--- src/design/prc_defines.svh ---
`ifndef PRC_DEFINES_SVH
`define PRC_DEFINES_SVH

// ------------------------------------------------------------
// register offsets and reset values
// ------------------------------------------------------------
`define PRC_OFF_PWR      8'h00
`define PRC_OFF_SYS      8'h01
`define PRC_PWR_RST      8'h05
`define PRC_SYS_RST      8'h30

// ------------------------------------------------------------
// field positions
// ------------------------------------------------------------
`define PRC_POS_SOFT_RST 7
`define PRC_POS_NO_BCLK  5
`define PRC_POS_PDN      0

// ------------------------------------------------------------
// ratio codes, sample rate codes, filter cutoff (quarter hertz)
// ------------------------------------------------------------
`define PRC_RATIO_FIRST_RSVD 4'h9
`define PRC_RATE_48K     2'h2
`define PRC_RATE_24K     2'h1
`define PRC_RATE_12K     2'h0
`define PRC_CUT_48K      8'h18
`define PRC_CUT_24K      8'h0c
`define PRC_CUT_12K      8'h06

// ------------------------------------------------------------
// timing counts
// ------------------------------------------------------------
`define PRC_SILENT_SAMPLES 2048
`define PRC_CLK_HZ       50000000
`define PRC_FS_MID_HZ    36000
`define PRC_FS_LOW_HZ    18000
`define PRC_MID_CYC      (`PRC_CLK_HZ / `PRC_FS_MID_HZ)
`define PRC_LOW_CYC      (`PRC_CLK_HZ / `PRC_FS_LOW_HZ)

`endif

--- src/design/prc_pkg.sv ---
package prc_pkg;

  // power, reset and clock select register layout
  typedef struct packed {
    logic       soft_rst;
    logic       rsvd;
    logic       no_bclk;
    logic [3:0] master_ratio_field;
    logic       soft_powerdown_bit;
  } prc_pwr_t;

  // system power, edge and clocking register layout
  typedef struct packed {
    logic       dc_block_filter_enable;
    logic       amplifier_low_power;
    logic       converter_low_power;
    logic       silence_powerdown_enable;
    logic [1:0] slew;
    logic       auto_ratio_detect;
    logic       auto_rate_detect;
  } prc_sys_t;

  // clock detector states
  typedef enum logic [1:0] {
    PRC_ST_WAIT = 2'b01,
    PRC_ST_MEAS = 2'b10
  } prc_det_st_t;

endpackage

--- src/design/prc_clock_detect.sv ---
`timescale 1ns/1ps
`include "prc_defines.svh"

module prc_clock_detect
  import prc_pkg::*;
#(
  parameter int RW = 10,
  parameter int CW = 16
) (
  // clock and reset
  input  wire logic       i_clk,
  input  wire logic       i_rst,
  input  wire logic       i_clear,
  // timing ticks
  input  wire logic       i_mclk_tick,
  input  wire logic       i_fs_tick,
  // detected codes
  output logic [3:0]      o_ratio_code_q,
  output logic [1:0]      o_rate_code_q,
  output logic            o_locked_q
);

  prc_det_st_t   st_q;      // measuring once a frame edge was seen
  logic [RW-1:0] mcnt_q;    // master ticks in this frame
  logic [CW-1:0] ccnt_q;    // system cycles in this frame

  // map master ticks per frame to a ratio code, f for unknown
  function automatic logic [3:0] code_of(input logic [RW-1:0] n);
    case (n)
      RW'(64):  code_of = 4'h0;
      RW'(128): code_of = 4'h1;
      RW'(256): code_of = 4'h2;
      RW'(384): code_of = 4'h3;
      RW'(512): code_of = 4'h4;
      RW'(768): code_of = 4'h5;
      RW'(100): code_of = 4'h6;
      RW'(200): code_of = 4'h7;
      RW'(400): code_of = 4'h8;
      default:  code_of = 4'hf;
    endcase
  endfunction

  wire [3:0] meas_code = code_of(mcnt_q);
  wire       m_full    = &mcnt_q;
  wire       c_full    = &ccnt_q;
  wire [1:0] meas_rate = (ccnt_q < CW'(`PRC_MID_CYC)) ? `PRC_RATE_48K :
                         (ccnt_q < CW'(`PRC_LOW_CYC)) ? `PRC_RATE_24K :
                                                        `PRC_RATE_12K;
  wire       frame_end = i_fs_tick && (st_q == PRC_ST_MEAS);

  // ------------------------------------------------------------
  // frame measurement
  // ------------------------------------------------------------
  // an unknown ratio keeps the last good code
  always_ff @(posedge i_clk or posedge i_rst) begin
    if (i_rst) begin
      st_q           <= PRC_ST_WAIT;
      mcnt_q         <= '0;
      ccnt_q         <= '0;
      o_ratio_code_q <= 4'h2;
      o_rate_code_q  <= `PRC_RATE_48K;
      o_locked_q     <= 1'b0;
    end else if (i_clear) begin
      st_q       <= PRC_ST_WAIT;
      mcnt_q     <= '0;
      ccnt_q     <= '0;
      o_locked_q <= 1'b0;
    end else begin
      case (st_q)
        PRC_ST_WAIT: begin
          // the tick on the frame edge belongs to the new frame
          if (i_fs_tick) begin
            st_q   <= PRC_ST_MEAS;
            mcnt_q <= RW'(i_mclk_tick);
            ccnt_q <= CW'(1);
          end else begin
            mcnt_q <= '0;
            ccnt_q <= '0;
          end
        end
        PRC_ST_MEAS: begin
          if (frame_end) begin
            // count the edge cycle too, else every frame reads one short
            mcnt_q <= RW'(i_mclk_tick);
            ccnt_q <= CW'(1);
            o_rate_code_q <= meas_rate;
            o_locked_q    <= (meas_code != 4'hf);
            if (meas_code != 4'hf) begin
              o_ratio_code_q <= meas_code;
            end
          end else begin
            mcnt_q <= mcnt_q + RW'(i_mclk_tick && !m_full);
            ccnt_q <= ccnt_q + CW'(!c_full);
          end
        end
        default: begin
          st_q <= PRC_ST_WAIT;
        end
      endcase
    end
  end

endmodule

--- src/design/prc_config_regs.sv ---
`timescale 1ns/1ps
`include "prc_defines.svh"

module prc_config_regs
  import prc_pkg::*;
#(
  parameter int SILENT_SAMPLES = `PRC_SILENT_SAMPLES
) (
  // clock and reset
  input  wire logic       i_clk,
  input  wire logic       i_rst,
  // register port from the control bus slave
  input  wire logic       i_reg_wr,
  input  wire logic       i_reg_rd,
  input  wire logic [7:0] i_reg_addr,
  input  wire logic [7:0] i_reg_wdata,
  output logic [7:0]      o_reg_rdata_q,
  output logic            o_reg_ack_q,
  output logic            o_reg_nack_q,
  // audio side status
  input  wire logic [1:0] i_fmt_rate,
  input  wire logic       i_smp_valid,
  input  wire logic       i_smp_zero,
  input  wire logic       i_mclk_tick,
  input  wire logic       i_fs_tick,
  // settings to the datapath
  output logic            o_soft_rst_q,
  output logic            o_core_pdn_q,
  output logic            o_mclk_as_bclk_q,
  output logic [9:0]      o_ratio_mult_q,
  output logic            o_ratio_rsvd_q,
  output logic [1:0]      o_rate_code_q,
  output logic            o_dc_block_filter_enable_q,
  output logic [7:0]      o_hpf_cut_q,
  output logic            o_amp_rtz_q,
  output logic            o_conv_half_q,
  output logic [1:0]      o_slew_q,
  output logic            o_low_emi_q,
  output logic            o_silent_q
);

  // ------------------------------------------------------------
  // storage and decode
  // ------------------------------------------------------------
  prc_pwr_t   pwr_q;          // power, reset, clock select
  prc_pwr_t   pwr_d;
  prc_sys_t   sys_q;          // system power, edge, clocking
  prc_sys_t   sys_d;
  logic [3:0] det_ratio;      // detected ratio code
  logic [1:0] det_rate;       // detected rate code
  logic       det_locked;     // detector saw a known ratio
  logic       silent;         // silence run complete

  // ratio code to multiple of the sample rate, 0 when reserved
  function automatic logic [9:0] ratio_mult(input logic [3:0] c);
    case (c)
      4'h0:    ratio_mult = 10'h040;
      4'h1:    ratio_mult = 10'h080;
      4'h2:    ratio_mult = 10'h100;
      4'h3:    ratio_mult = 10'h180;
      4'h4:    ratio_mult = 10'h200;
      4'h5:    ratio_mult = 10'h300;
      4'h6:    ratio_mult = 10'h064;
      4'h7:    ratio_mult = 10'h0c8;
      4'h8:    ratio_mult = 10'h190;
      default: ratio_mult = 10'h000;
    endcase
  endfunction

  // address decode, shared by read and write
  wire hit_pwr   = (i_reg_addr == `PRC_OFF_PWR);
  wire hit_sys   = (i_reg_addr == `PRC_OFF_SYS);
  wire hit_any   = hit_pwr || hit_sys;
  wire wr_pwr    = i_reg_wr && hit_pwr;
  wire wr_sys    = i_reg_wr && hit_sys;
  wire wr_soft   = wr_pwr && i_reg_wdata[`PRC_POS_SOFT_RST];
  wire req       = i_reg_wr || i_reg_rd;

  wire [7:0] pwr_rd = {1'b0, 1'b0, pwr_q.no_bclk,
                       pwr_q.master_ratio_field,
                       pwr_q.soft_powerdown_bit};
  wire [7:0] rd_mux = hit_pwr ? pwr_rd :
                      hit_sys ? sys_q  : 8'h00;

  // ------------------------------------------------------------
  // next register values
  // ------------------------------------------------------------
  // soft reset loads defaults
  // reserved bit 6 is kept at zero so it always reads zero
  always_comb begin
    pwr_d = pwr_q;
    sys_d = sys_q;
    if (wr_soft) begin
      pwr_d = prc_pwr_t'(`PRC_PWR_RST);
      sys_d = prc_sys_t'(`PRC_SYS_RST);
    end else if (wr_pwr) begin
      pwr_d      = prc_pwr_t'(i_reg_wdata);
      pwr_d.rsvd = 1'b0;
    end else if (wr_sys) begin
      sys_d = prc_sys_t'(i_reg_wdata);
    end
    pwr_d.soft_rst = 1'b0;
  end

  always_ff @(posedge i_clk or posedge i_rst) begin
    if (i_rst) begin
      pwr_q <= prc_pwr_t'(`PRC_PWR_RST);
      sys_q <= prc_sys_t'(`PRC_SYS_RST);
    end else begin
      pwr_q <= pwr_d;
      sys_q <= sys_d;
    end
  end

  // ------------------------------------------------------------
  // register port answer
  // ------------------------------------------------------------
  // answer only to requests made
  always_ff @(posedge i_clk or posedge i_rst) begin
    if (i_rst) begin
      o_reg_rdata_q <= 8'h00;
      o_reg_ack_q   <= 1'b0;
      o_reg_nack_q  <= 1'b0;
    end else begin
      o_reg_rdata_q <= i_reg_rd ? rd_mux : o_reg_rdata_q;
      o_reg_ack_q   <= req && hit_any;
      o_reg_nack_q  <= req && !hit_any;
    end
  end

  // ------------------------------------------------------------
  // helpers: silence and clock detection
  // ------------------------------------------------------------
  // cleared on soft reset, while disabled and while powered down
  wire sil_clear = wr_soft || !sys_q.silence_powerdown_enable ||
                   pwr_q.soft_powerdown_bit;

  prc_silence_det #(
    .COUNT        (SILENT_SAMPLES)
  ) u_silence (
    .i_clk        (i_clk),
    .i_rst        (i_rst),
    .i_clear      (sil_clear),
    .i_smp_valid  (i_smp_valid),
    .i_smp_zero   (i_smp_zero),
    .o_silent_q   (silent)
  );

  prc_clock_detect u_detect (
    .i_clk          (i_clk),
    .i_rst          (i_rst),
    .i_clear        (wr_soft),
    .i_mclk_tick    (i_mclk_tick),
    .i_fs_tick      (i_fs_tick),
    .o_ratio_code_q (det_ratio),
    .o_rate_code_q  (det_rate),
    .o_locked_q     (det_locked)
  );

  // ------------------------------------------------------------
  // effective settings
  // ------------------------------------------------------------
  // either auto bit picks detector ratio
  wire       use_det   = sys_q.auto_ratio_detect || sys_q.auto_rate_detect;
  wire [3:0] eff_ratio = use_det ? det_ratio : pwr_q.master_ratio_field;
  wire [1:0] eff_rate  = sys_q.auto_rate_detect ? det_rate : i_fmt_rate;

  wire [7:0] cut = (eff_rate == `PRC_RATE_48K) ? `PRC_CUT_48K :
                   (eff_rate == `PRC_RATE_24K) ? `PRC_CUT_24K :
                                                 `PRC_CUT_12K;

  wire core_pdn = pwr_q.soft_powerdown_bit ||
                  (sys_q.silence_powerdown_enable && silent);

  // ------------------------------------------------------------
  // output flops
  // ------------------------------------------------------------
  // ratio decode and reserved flag
  always_ff @(posedge i_clk or posedge i_rst) begin
    if (i_rst) begin
      o_soft_rst_q     <= 1'b0;
      o_core_pdn_q     <= 1'b1;
      o_mclk_as_bclk_q <= 1'b0;
      o_ratio_mult_q   <= 10'h100;
      o_ratio_rsvd_q   <= 1'b0;
      o_rate_code_q    <= `PRC_RATE_48K;
      o_dc_block_filter_enable_q       <= 1'b0;
      o_hpf_cut_q      <= `PRC_CUT_48K;
      o_amp_rtz_q      <= 1'b0;
      o_conv_half_q    <= 1'b1;
      o_slew_q         <= 2'h0;
      o_low_emi_q      <= 1'b0;
      o_silent_q       <= 1'b0;
    end else begin
      o_soft_rst_q     <= wr_soft;
      o_core_pdn_q     <= core_pdn;
      o_mclk_as_bclk_q <= pwr_q.no_bclk;
      o_ratio_mult_q   <= ratio_mult(eff_ratio);
      o_ratio_rsvd_q   <= (eff_ratio >= `PRC_RATIO_FIRST_RSVD);
      o_rate_code_q    <= eff_rate;
      o_dc_block_filter_enable_q       <= sys_q.dc_block_filter_enable;
      o_hpf_cut_q      <= cut;
      o_amp_rtz_q      <= sys_q.amplifier_low_power;
      o_conv_half_q    <= sys_q.converter_low_power;
      o_slew_q         <= sys_q.slew;
      o_low_emi_q      <= (sys_q.slew != 2'h0);
      o_silent_q       <= silent;
    end
  end
endmodule

--- src/design/prc_silence_det.sv ---
`timescale 1ns/1ps
`include "prc_defines.svh"

module prc_silence_det
  import prc_pkg::*;
#(
  parameter int COUNT = `PRC_SILENT_SAMPLES
) (
  // clock and reset
  input  wire logic i_clk,
  input  wire logic i_rst,
  // control
  input  wire logic i_clear,
  // sample stream
  input  wire logic i_smp_valid,
  input  wire logic i_smp_zero,
  // result
  output logic      o_silent_q
);

  localparam int CW = $clog2(COUNT + 1);

  logic [CW-1:0] run_q;   // consecutive zero samples seen
  logic [CW-1:0] run_d;
  wire           at_end = (run_q == CW'(COUNT));

  // ------------------------------------------------------------
  // run length of zero samples
  // ------------------------------------------------------------
  // count zero samples
  assign run_d = i_clear                    ? '0 :
                 !i_smp_valid               ? run_q :
                 !i_smp_zero                ? '0 :
                 at_end                     ? run_q :
                                              run_q + CW'(1);

  // saturates so a long silence never wraps back to sound
  always_ff @(posedge i_clk or posedge i_rst) begin
    if (i_rst) begin
      run_q      <= '0;
      o_silent_q <= 1'b0;
    end else begin
      run_q      <= run_d;
      o_silent_q <= (run_d == CW'(COUNT));
    end
  end

endmodule

--- config.mk ---
export PLATFORM = sky130hd
export DESIGN_NAME = prc_config_regs
export DESIGN_NICKNAME = d
export VERILOG_FILES = /design/src/design/prc_pkg.sv /design/src/design/prc_clock_detect.sv /design/src/design/prc_config_regs.sv /design/src/design/prc_silence_det.sv
export VERILOG_INCLUDE_DIRS = /design/src /design/src/design
export SDC_FILE = /design/constraint.sdc
export NUM_CORES = 1
export LEC_CHECK = 0
export BUFFER_PORTS_ARGS = -buffer_cell sky130_fd_sc_hd__buf_2
export CORE_AREA = 2 2 95 97
export DETAILED_ROUTE_END_ITERATION = 16
export DIE_AREA = 0 0 97 99
export PLACE_DENSITY = 0.75
export SLEW_MARGIN = 5
export SYNTH_ARGS = -nofsm -noshare
export SYNTH_HDL_FRONTEND = slang
export SYNTH_SLANG_ARGS = --single-unit
--- constraint.sdc ---
create_clock -name i_clk -period 3.5 [get_ports i_clk]
set_input_delay 0 -clock i_clk [delete_from_list [all_inputs] [get_ports i_clk]]
set_output_delay 0 -clock i_clk [all_outputs]
set_load 0.05 [all_outputs]
# [Word level (Yosys, flattened, before mapping)]
# Memories as Yosys holds them, arrays and structs flattened. A register that Yosys moved wholly into a read port is not among the register bits.
# Index checks and enable logic that the tools add are counted.
# W data, S select, Z words.
[word_totals] input_bits=26 mem_count=1 romBits=128 out_inout_bits=41 ff_bits=99
[memory_table] name="(no name shown)" words=16 width=8 read_ports=1 rd_clocked_by_memory_dff=1 write_ports=0 line_no="prc_config_regs.sv:56" text="case (c)"
[op_classes] bitwise=1 n_eq_ne=20 n_addsub=3 n_mux=29 magnitude_cmp=3 reduce_logical=29
[op_table] cell="$mux W12" n=4
[op_table] cell="$mux W8" n=5
[op_table] cell="$pmux W4 S9" n=1
[op_table] cell="$mux W16" n=2
[op_table] cell="$pmux W16 S2" n=1
[op_table] cell="$eq A10 B9 Y1 const B" n=3
[op_table] cell="$eq A12 B12 Y1 const B" n=2
[op_table] cell="$eq A10 B10 Y1 const B" n=2
[op_table] cell="$eq A10 B7 Y1 const B" n=2
[op_table] cell="$eq A10 B8 Y1 const B" n=2
[op_table] cell="$mux W10" n=2
[op_table] cell="$pmux W10 S2" n=1
[op_table] cell="$add A16 B1 Y16" n=1
[op_table] cell="$lt A16 B11 Y1 const B" n=1
[op_table] cell="$lt A16 B12 Y1 const B" n=1
[op_table] cell="$reduce_and A16 Y1" n=1
[op_table] cell="$add A12 B1 Y12 const B" n=1
[op_table] cell="$mux W6" n=2
[op_table] cell="$add A10 B1 Y10" n=1
[op_table] cell="$reduce_and A10 Y1" n=1
[op_table] cell="$eq A8 B1 Y1 const B" n=1
[op_table] cell="$logic_and A1 B1 Y1" n=8
[op_table] cell="$logic_not A8 Y1" n=1
[op_table] cell="$mux W2" n=4
[op_table] cell="19 further kinds" n=35

# [Depth between registers and ports, before layout]
# Gate-level depths: netlist of run 1.
[logic_depth] depth_word=7 depth_mapped=10 ltp_nobuf=9

# [Cells and area by module]
# From an unflattened synthesis of run 1, not the netlist that was laid out.
[hier_totals] cells_unflattened=485 hier_area_um2=4909.7
[modules_own_cells] mod="prc_clock_detect" area_each_um2=2044.5 cells_each=212 instances=1 seq_area_each_um2=879.6
[modules_own_cells] mod="prc_config_regs" area_each_um2=1979.4 cells_each=172 instances=1 seq_area_each_um2=1213.7
[modules_own_cells] mod="prc_silence_det" area_each_um2=885.8 cells_each=101 instances=1 seq_area_each_um2=325.3

# [Least setup slack after synthesis of run 1]
# OpenSTA, ideal clock, no wires.
[synth_timing] path_kind="register -> register" startpoint="register u_detect.mcnt_q[4]" endpoint="register u_detect.o_ratio_code_q[0]" arrival_time_ns=2.133 path_slack_ns=1.240 n_path_buf=1 stages_incl_launch_ff=7 period_less_slack_ns=2.260 path_cell_list="dfrtp_1 -> buf_2 -> or4_1 -> or4b_1 -> and4_4 -> a21oi_4 -> mux2_1"
[synth_between] elab_chain_len=4
[synth_lines] item="start, declared" line_no="prc_clock_detect.sv:24" text="logic [RW-1:0] mcnt_q;"
[synth_lines] item="start signal, assigned" line_no="prc_clock_detect.sv:74" text="mcnt_q <= RW'(i_mclk_tick);"
[synth_lines] item="start signal, assigned" line_no="prc_clock_detect.sv:84" text="mcnt_q <= RW'(i_mclk_tick);"
[synth_lines] item="start signal, assigned" line_no="prc_clock_detect.sv:92" text="mcnt_q <= mcnt_q + RW'(i_mclk_tick && !m_full);"
[synth_lines] item="$eq A10 B9 Y1 (tied with other cells)" line_no="prc_clock_detect.sv:29" text="case (n)"
[synth_lines] item="$pmux W4 S9 (*)" line_no="prc_clock_detect.sv:29"
[synth_lines] item="$ne A4 B4 Y1"
[synth_lines] item="$reduce_and A4 Y1 (no line)"
[synth_lines] item="end signal, assigned" line_no="prc_clock_detect.sv:89" text="o_ratio_code_q <= meas_code;"
[synth_lines] item="end, declared" line_no="prc_clock_detect.sv:18" text="output logic [3:0] o_ratio_code_q,"
# Every way passes the cells marked *; elsewhere a longest branch is shown, timed or not.
# A chain may end at the register's enable or synchronous reset.

# [Worst setup path after layout of run 1]
[layout_timing] startpoint="register u_detect.ccnt_q[7]" endpoint="register u_detect.ccnt_q[8]"
[layout_between] elab_chain_len=6
[layout_lines] item="start, declared" line_no="prc_clock_detect.sv:25" text="logic [CW-1:0] ccnt_q;"
[layout_lines] item="start signal, assigned" line_no="prc_clock_detect.sv:93" text="ccnt_q <= ccnt_q + CW'(!c_full);"
[layout_lines] item="$reduce_and A16 Y1" line_no="prc_clock_detect.sv:45" text="wire c_full = &ccnt_q;"
[layout_lines] item="$logic_not A1 Y1" line_no="prc_clock_detect.sv:93"
[layout_lines] item="$add A16 B1 Y16 (*)" line_no="prc_clock_detect.sv:93"
[layout_lines] item="$mux W16 (*)" line_no="prc_clock_detect.sv:82" text="if (frame_end) begin"
[layout_lines] item="$pmux W16 S2 (*)" line_no="prc_clock_detect.sv:69" text="case (st_q)"
[layout_lines] item="$mux W16 (*)" line_no="prc_clock_detect.sv:63" text="end else if (i_clear) begin"
# Marked as above.

==> results.toml, run 1 <==
[sta]
min_period_over_period = 0.7087
worstMarginPinSlew_ns = 0.9878
hold_slack_ns = 0.02230
fmax_ghz = 0.4032
setup_viol = 0
maxSlewViolCount = 0
finalClockSkew_ns = 0.01178
setup_tns_ns = 0
maxSlewHeadroom = 0.3414
hold_viol = 0
min_period_ns = 2.480
grt_setup_unrepaired = "false"

[setup_path]
path_depth = 9
r2r_cells = 9
reg2reg_slack_ns = 1.02
critical_path.endpoint = "u_detect.ccnt_q[8]$_DFFE_PP0P_"
r2r_start = "u_detect.ccnt_q[7]$_DFFE_PP0P_"
cp_data_arrival_time_ns = 2.72
critPathMaxFanout = 6
cp_common_cell = "ha_1"
start_kind = "flip-flop"
required_ns = 3.74
reg2reg_to = "u_detect.ccnt_q[8]$_DFFE_PP0P_"
end_kind = "flip-flop"
max_stage_delay_ns = 0.45
path_cells = "and3_1, nand4_1, or3_1, ha_1, ha_1, nand2_1, nor3b_1, xnor2_1, nor2_1"
critPathKind = "flip-flop to flip-flop"
cp_slowest_cell = "or3_1"
crit_start = "u_detect.ccnt_q[7]$_DFFE_PP0P_"
path_delay_family = "simple AND/OR/NAND/NOR gates"
critPathBufInv = 0

[global_routing]
grt_antenna_before_repair = 0
grt_pass1_vias = 3728
grt_overflow = 0
grt_pass1_wl_um = 17310
grt_start_max_net_pins = 62
track_usage = 0.2198

[clock_tree]
clkTransAtPathRegs_ns = 0.10
numCtsBuffers = 9
cts_tree = "yes"
clk_path_buf_depth = 2
ctsResizeCount = 0
holdBufCountCts = 19
insertion_delay_ns = 0.37
post-cts-setup-buffers = 0
h-tree-depth = 3
cts_sinks = 95
cts_root_buffer = "clkbuf_8"

[drt]
drc = 0
ant_nets = 0
wl_met3_um = 465
met2_length_um = 4846
routedWlPerCell_um = 15.08
firstDrtPassIters = 5
top_layer_used = "met4"
wl_met1_um = 4758
vias_per_cell = 5.632
vias = 3830
first_iter_violations = 199
drt-total-wl_um = 10250

[synthesis]
synth_edf_count = 0
ys_types = 58
yosysTopAreaCell = "dfrtp_1"
synthFlopType = "dfrtp_1"
ys_seq_area_frac = 0.4991
avgSynthCellArea_um2 = 9.630
yosysMostFrequentCell = "dfrtp_1"
synthCells = 498
yosysWarnings = 0
ys_seq_elements = 95
synthTopCellsByArea = "dfrtp_1 43%, dfstp_2 7.1%, nand2_1 4.0%"
synth.top_cell.area_share = 0.4279
async_flop_share = 1.000
yosys-top-cells-count = "82 x dfrtp_1, 51 x nand2_1, 42 x nor2_1"
syn-cell-area_um2 = 4796

[layout]
diodes = 0
drive_above_1_share = 0.1923
area_growth_pct = 14.51
final_cell_area_um2 = 5492
nets = 603

[die]
die_h_um = 99
ios = 67
start_util = 0.5609
die_area_um2 = 9603
core_area_um2 = 8551
die_w_um = 97
fp-row-count = 34

[power]
vdd_drop_max_mv = 0.2196
leakage_uw = 0.002499
p_sw_uw = 875.0
cell_internal_pwr_uw = 1595
powerDensity_nw_per_um2 = 449.7
p_sw_frac = 0.3543
combPwrFrac = 0.230
clkPwrFrac = 0.277
seq_power_share = 0.494

[status]
status = "completed"

[placement]
place_hpwl_um = 7218
placed_cell_area_um2 = 5121
place_congestion = 0.9118
port_buffers = 60

[run]
drv_cap = 0

[worst_hold_path]
holdPathStages = 4
hold_path_class = "input pin to flip-flop"
layout make-up:
type / count / area (um^2)
clock buffer: 10 / 127.6
clock inverter: 6 / 52.55
fill: 695 / 3059
inverter: 25 / 95.09
multi-input combinational: 354 / 2175
sequential: 95 / 2394
tap: 108 / 135.1
timing repair buffer: 82 / 513.0
sequential cells by signal, indices dropped and copies added, names as in the netlist, 2 cells and up:
name,flops
pwr_q,6
o_reg_rdata_q,8
o_hpf_cut_q,4
o_ratio_mult_q,7
o_rate_code_q,2
u_detect.ccnt_q,16
u_detect.o_rate_code_q,2
u_silence.run_q,12
sys_q,8
u_detect.st_q,2
o_slew_q,2
u_detect.mcnt_q,10
u_detect.o_ratio_code_q,4
stage by stage:
| step | utilization | total power (uW) | instances | setup slack [ns] |
|---|---|---|---|---|
| after CTS | 0.6422 | 2488 | 680 | 1.040 |
| after global placement | 0.5989 | 1777 | 645 | 1.119 |
| after global routing | 0.6422 | 2595 | 680 | 0.7786 |
| final | 0.6422 | 2470 | 680 | 1.020 |
| after detailed placement | 0.5989 | 1788 | 645 | 1.059 |
| after floorplan | - | 1667 | 503 | 1.044 |
power by group through the flow:
stage | Combinational [uW] | Sequential, uW | Clock, uW
after CTS | 567 | 1220 | 702
after global placement | 540 | 1240 | 0
after floorplan | 364 | 1300 | 0
after detailed placement | 547 | 1240 | 0
final | 567 | 1220 | 683
after global routing | 622 | 1230 | 747
layer usage:
layer,GRT usage,vias up
li1,-,1870
met1,0.2951,1840
met2,0.3718,106
met3,0.03617,14
met4,0.06392,0
met5,0,-
cells by family (layout without fill, tap and decap cells):
group	after synthesis	count (layout)	share of synthesized area
and+or+nand+nor	206	206	0.2246
buffers and inverters	54	123	0.05139
AOI/OAI and AO/OA	92	92	0.1211
adders and majority gates	10	10	0.02609
xor gates and xnor gates	29	29	0.05296
muxes	11	11	0.02400
other	1	6	0.0007819
DFF	95	95	0.4991
worst min-delay path by stage:
stage	start	end	slack, ns
6_report	i_smp_valid	u_silence.run_q[10]$_DFF_PP0_	0.02
2_1_floorplan	i_reg_wdata[0]	pwr_q[0]$_DFFE_PP1P_	0.14
3_5_place_dp	i_rst	u_detect.ccnt_q[13]$_DFFE_PP0P_	0.25
3_3_place_gp	i_rst	u_detect.ccnt_q[11]$_DFFE_PP0P_	0.25
4_1_cts	i_smp_valid	u_silence.run_q[10]$_DFF_PP0_	0.009
5_1_grt	i_smp_valid	u_silence.run_q[10]$_DFF_PP0_	0.02
worst register-to-register path, stage by stage, from the launching register on:
cell,delay (ns)
dfrtp_1,0.41
and3_1,0.23
nand4_1,0.28
or3_1,0.45
ha_1,0.22
ha_1,0.23
nand2_1,0.19
nor3b_1,0.09
xnor2_1,0.19
nor2_1,0.06
layout by cell type, fill, tap and decap left out, types with 5 or more instances in the layout:
| master | n |
|---|---|
| dfrtp_1 | 82 |
| buf_2 | 60 |
| nand2_1 | 51 |
| nor2_1 | 42 |
| o21ai_0 | 35 |
| nand3_1 | 34 |
| inv_1 | 23 |
| dlygate4sd3_1 | 19 |
| xnor2_1 | 18 |
| a21oi_1 | 18 |
| dfstp_2 | 13 |
| nor3_1 | 12 |
| nand4_1 | 12 |
| and3_1 | 11 |
| xor2_1 | 11 |
| ha_1 | 10 |
| nor2b_1 | 9 |
| clkbuf_8 | 9 |
| mux2i_1 | 7 |
| a22oi_1 | 6 |
| o31ai_1 | 6 |
| conb_1 | 6 |
| nor4_2 | 5 |
| a31oi_1 | 5 |
Power figures use the tool's default switching activity.
==> inputs of run 2 (changes only) <==
--- a/config.mk
+++ b/config.mk
@@ -7,10 +7,10 @@
 export NUM_CORES = 1
 export LEC_CHECK = 0
 export BUFFER_PORTS_ARGS = -buffer_cell sky130_fd_sc_hd__buf_2
-export CORE_AREA = 2 2 95 97
+export CORE_AREA = 2 2 100 102
 export DETAILED_ROUTE_END_ITERATION = 16
-export DIE_AREA = 0 0 97 99
-export PLACE_DENSITY = 0.75
+export DIE_AREA = 0 0 102 104
+export PLACE_DENSITY = 0.71
 export SLEW_MARGIN = 5
 export SYNTH_ARGS = -nofsm -noshare
 export SYNTH_HDL_FRONTEND = slang
==> constraint.sdc (replaced) <==
create_clock -name i_clk -period 2 [get_ports i_clk]
set_input_delay 0 -clock i_clk [delete_from_list [all_inputs] [get_ports i_clk]]
set_output_delay 0 -clock i_clk [all_outputs]
set_load 0.05 [all_outputs]
==> run 2 against run 1 <==
Effect of this change:
- the run now ends with setup timing left
- combinational power increased to 2.6 times the previous value
- power increased by 95%
- register-to-register slack got worse by 1.2 ns
- critical path depth decreased by 4
- clock-buffer cell count unchanged
- cell count increased by 13%
- final area increased by 13%
- die area increased by 10%
- global-route usage increased by 0.43 points
- clock skew decreased by 0.0022 ns
- core utilization increased by 1.0 points
- hold slack improved by 0.0063 ns
- highest routed layer unchanged
==> results.toml, run 2 (synthesis gave the netlist of run 1 again) <==
[setup_path]
critPathKind = "flip-flop to flip-flop"
critPathMaxFanout = 2
r2r_start = "u_detect.mcnt_q[9]$_DFFE_PP0P_"
required_ns = 2.26
start_kind = "flip-flop"
crit_start = "u_detect.mcnt_q[9]$_DFFE_PP0P_"
end_kind = "flip-flop"
cp_data_arrival_time_ns = 2.46

[layout]
final_common_cell = "dfrtp_1"
utilization = 0.6525
nets = 668
drive_above_1_share = 0.3250
final_cell_count_no_fill = 770
diodes = 0
final_cell_area_um2 = 6231
largest-register = "u_detect.ccnt_q"
area_growth_pct = 29.92
reg.largest.list = "u_detect.ccnt_q (16), u_silence.run_q (12), u_detect.mcnt_q (10)"
largest_reg_flops = 16
final_cell_mix = "78 x dfrtp_1, 65 x buf_4, 59 x buf_2, 50 x nand2_1, 42 x nor2_1"

[sta]
setup_viol = 4
min_period_ns = 2.199
maxSlewHeadroom = 0.6307
fmax_ghz = 0.4547
fin_ws_ns = -0.1994
finalClockSkew_ns = 0.009579
worstMarginPinSlew_ns = 0.5497
min_period_over_period = 1.100
hold_viol = 0
grt_setup_unrepaired = "true"
maxSlewViolCount = 0

[placement]
pre_cts_ws_ns = -0.2002
place_congestion = 0.9360
placed_cell_area_um2 = 5608
port_buffers = 60
dp_cells = 724
place_hpwl_um = 7904

[drt]
ant_nets = 0
drt-total-wl_um = 11790
vias_per_cell = 5.432
firstDrtPassIters = 7
routedWlPerCell_um = 15.31
drc = 0
vias = 4183
first_iter_violations = 394

[power]
vdd_drop_max_mv = 0.4278
powerDensity_nw_per_um2 = 773.7
leakage_uw = 0.002873

[global_routing]
grt_start_max_net_pins = 96
grt_antenna_before_repair = 0
track_usage = 0.2241
grt_overflow = 0
grt_use_met2 = 0.3633
grt_pass1_wl_um = 19080
global_route.usage.met3 = 0.03024
met1_usage = 0.3057
grt_pass1_vias = 4046
top_usage_layer = "met2"

[die]
die_w_um = 102
start_util = 0.5022
core_area_um2 = 9549
die_h_um = 104
ios = 67
fp-row-count = 36
die_area_um2 = 10610

[status]
violations = "setup timing"
status = "complete, but fails checks"

[clock_tree]
cts_root_buffer = "clkbuf_8"
insertion_delay_ns = 0.37
cts_sinks = 95
clk_path_buf_depth = 2
h-tree-depth = 3
numCtsBuffers = 9
cts_tree = "yes"
clkTransAtPathRegs_ns = 0.09

[run]
drv_cap = 0

[worst_hold_path]
hold_path.startpoint = "i_smp_valid"
hold_path_class = "input pin to flip-flop"
run 2: cell count changes in the layout (fill, tap and decap cells not counted), sizes merged:
cell          delta
clkinv           -1
clkinvlp         +1
buf             +68
dlymetal6s4s     +1
dlygate4sd3      -4
run 2: final cells by class:
cell class / count / area (um^2)
Timing Repair Buffer: 147 / 1055
Fill cell: 749 / 3318
Clock buffer: 10 / 137.6
Inverter: 25 / 97.59
Clock inverter: 6 / 50.05
Sequential cell: 95 / 2399
Tap cell: 133 / 166.4
Multi-Input combinational cell: 354 / 2326
run 2: metrics by stage:
step                setup TNS (ns)  power [uW]  hold slack (ns)
finish                     -0.5183        4821          0.02862
global route                -1.068        5069          0.03750
CTS                        -0.5726        4754          0.01284
detailed placement         -0.9421        3486           0.1835
global placement           -0.3765        3453           0.1762
floorplan                  -0.3627        2920           0.1397
run 2: final timing paths:
check | slack, ns | to | cells past startpoint
max | -0.20 | u_detect.o_ratio_code_q[0]$_DFFE_PP0P_ | 5
min | 0.03 | u_silence.run_q[10]$_DFF_PP0_ | 4
max reg2reg | -0.20 | u_detect.o_ratio_code_q[0]$_DFFE_PP0P_ | 5
min reg2reg | 0.38 | o_conv_half_q$_DFF_PP1_ | 0
max in group asynchronous | 1.26 | u_detect.mcnt_q[6]$_DFFE_PP0P_ | 4
min in group asynchronous | 0.31 | o_reg_rdata_q[7]$_DFFE_PP0P_ | 4
run 2: where the power goes:
| part | switching (uW) | internal, uW | total (uW) |
|---|---|---|---|
| sequential | 57.0 | 2050 | 2110 |
| combinational | 888 | 592 | 1480 |
| clock | 729 | 504 | 1230 |
run 2: layer usage:
metal,vias up,share of wire
met2,138,0.50
met3,20,0.048
met5,-,0
met1,2015,0.44
met4,0,0.018
li1,2010,-
run 2: critical path: stages (launching register included):
cell,delay [ns]
dfrtp_1,0.39
or4_4,0.53
or4b_1,0.47
and4_4,0.21
a21oi_4,0.17
mux2_4,0.31
run 2: repair_timing:
| item | 4_1_cts | 5_1_grt |
|---|---|---|
| resized for setup | 7 | 35 |
| hold buffers | 16 | 0 |
| gates cloned | 0 | 0 |
| pin swaps | 1 | 20 |
| endpoints found under the setup margin | 18 | 27 |
| hold endpoints to repair | 109 | 0 |
| buffers inserted | 3 | 12 |
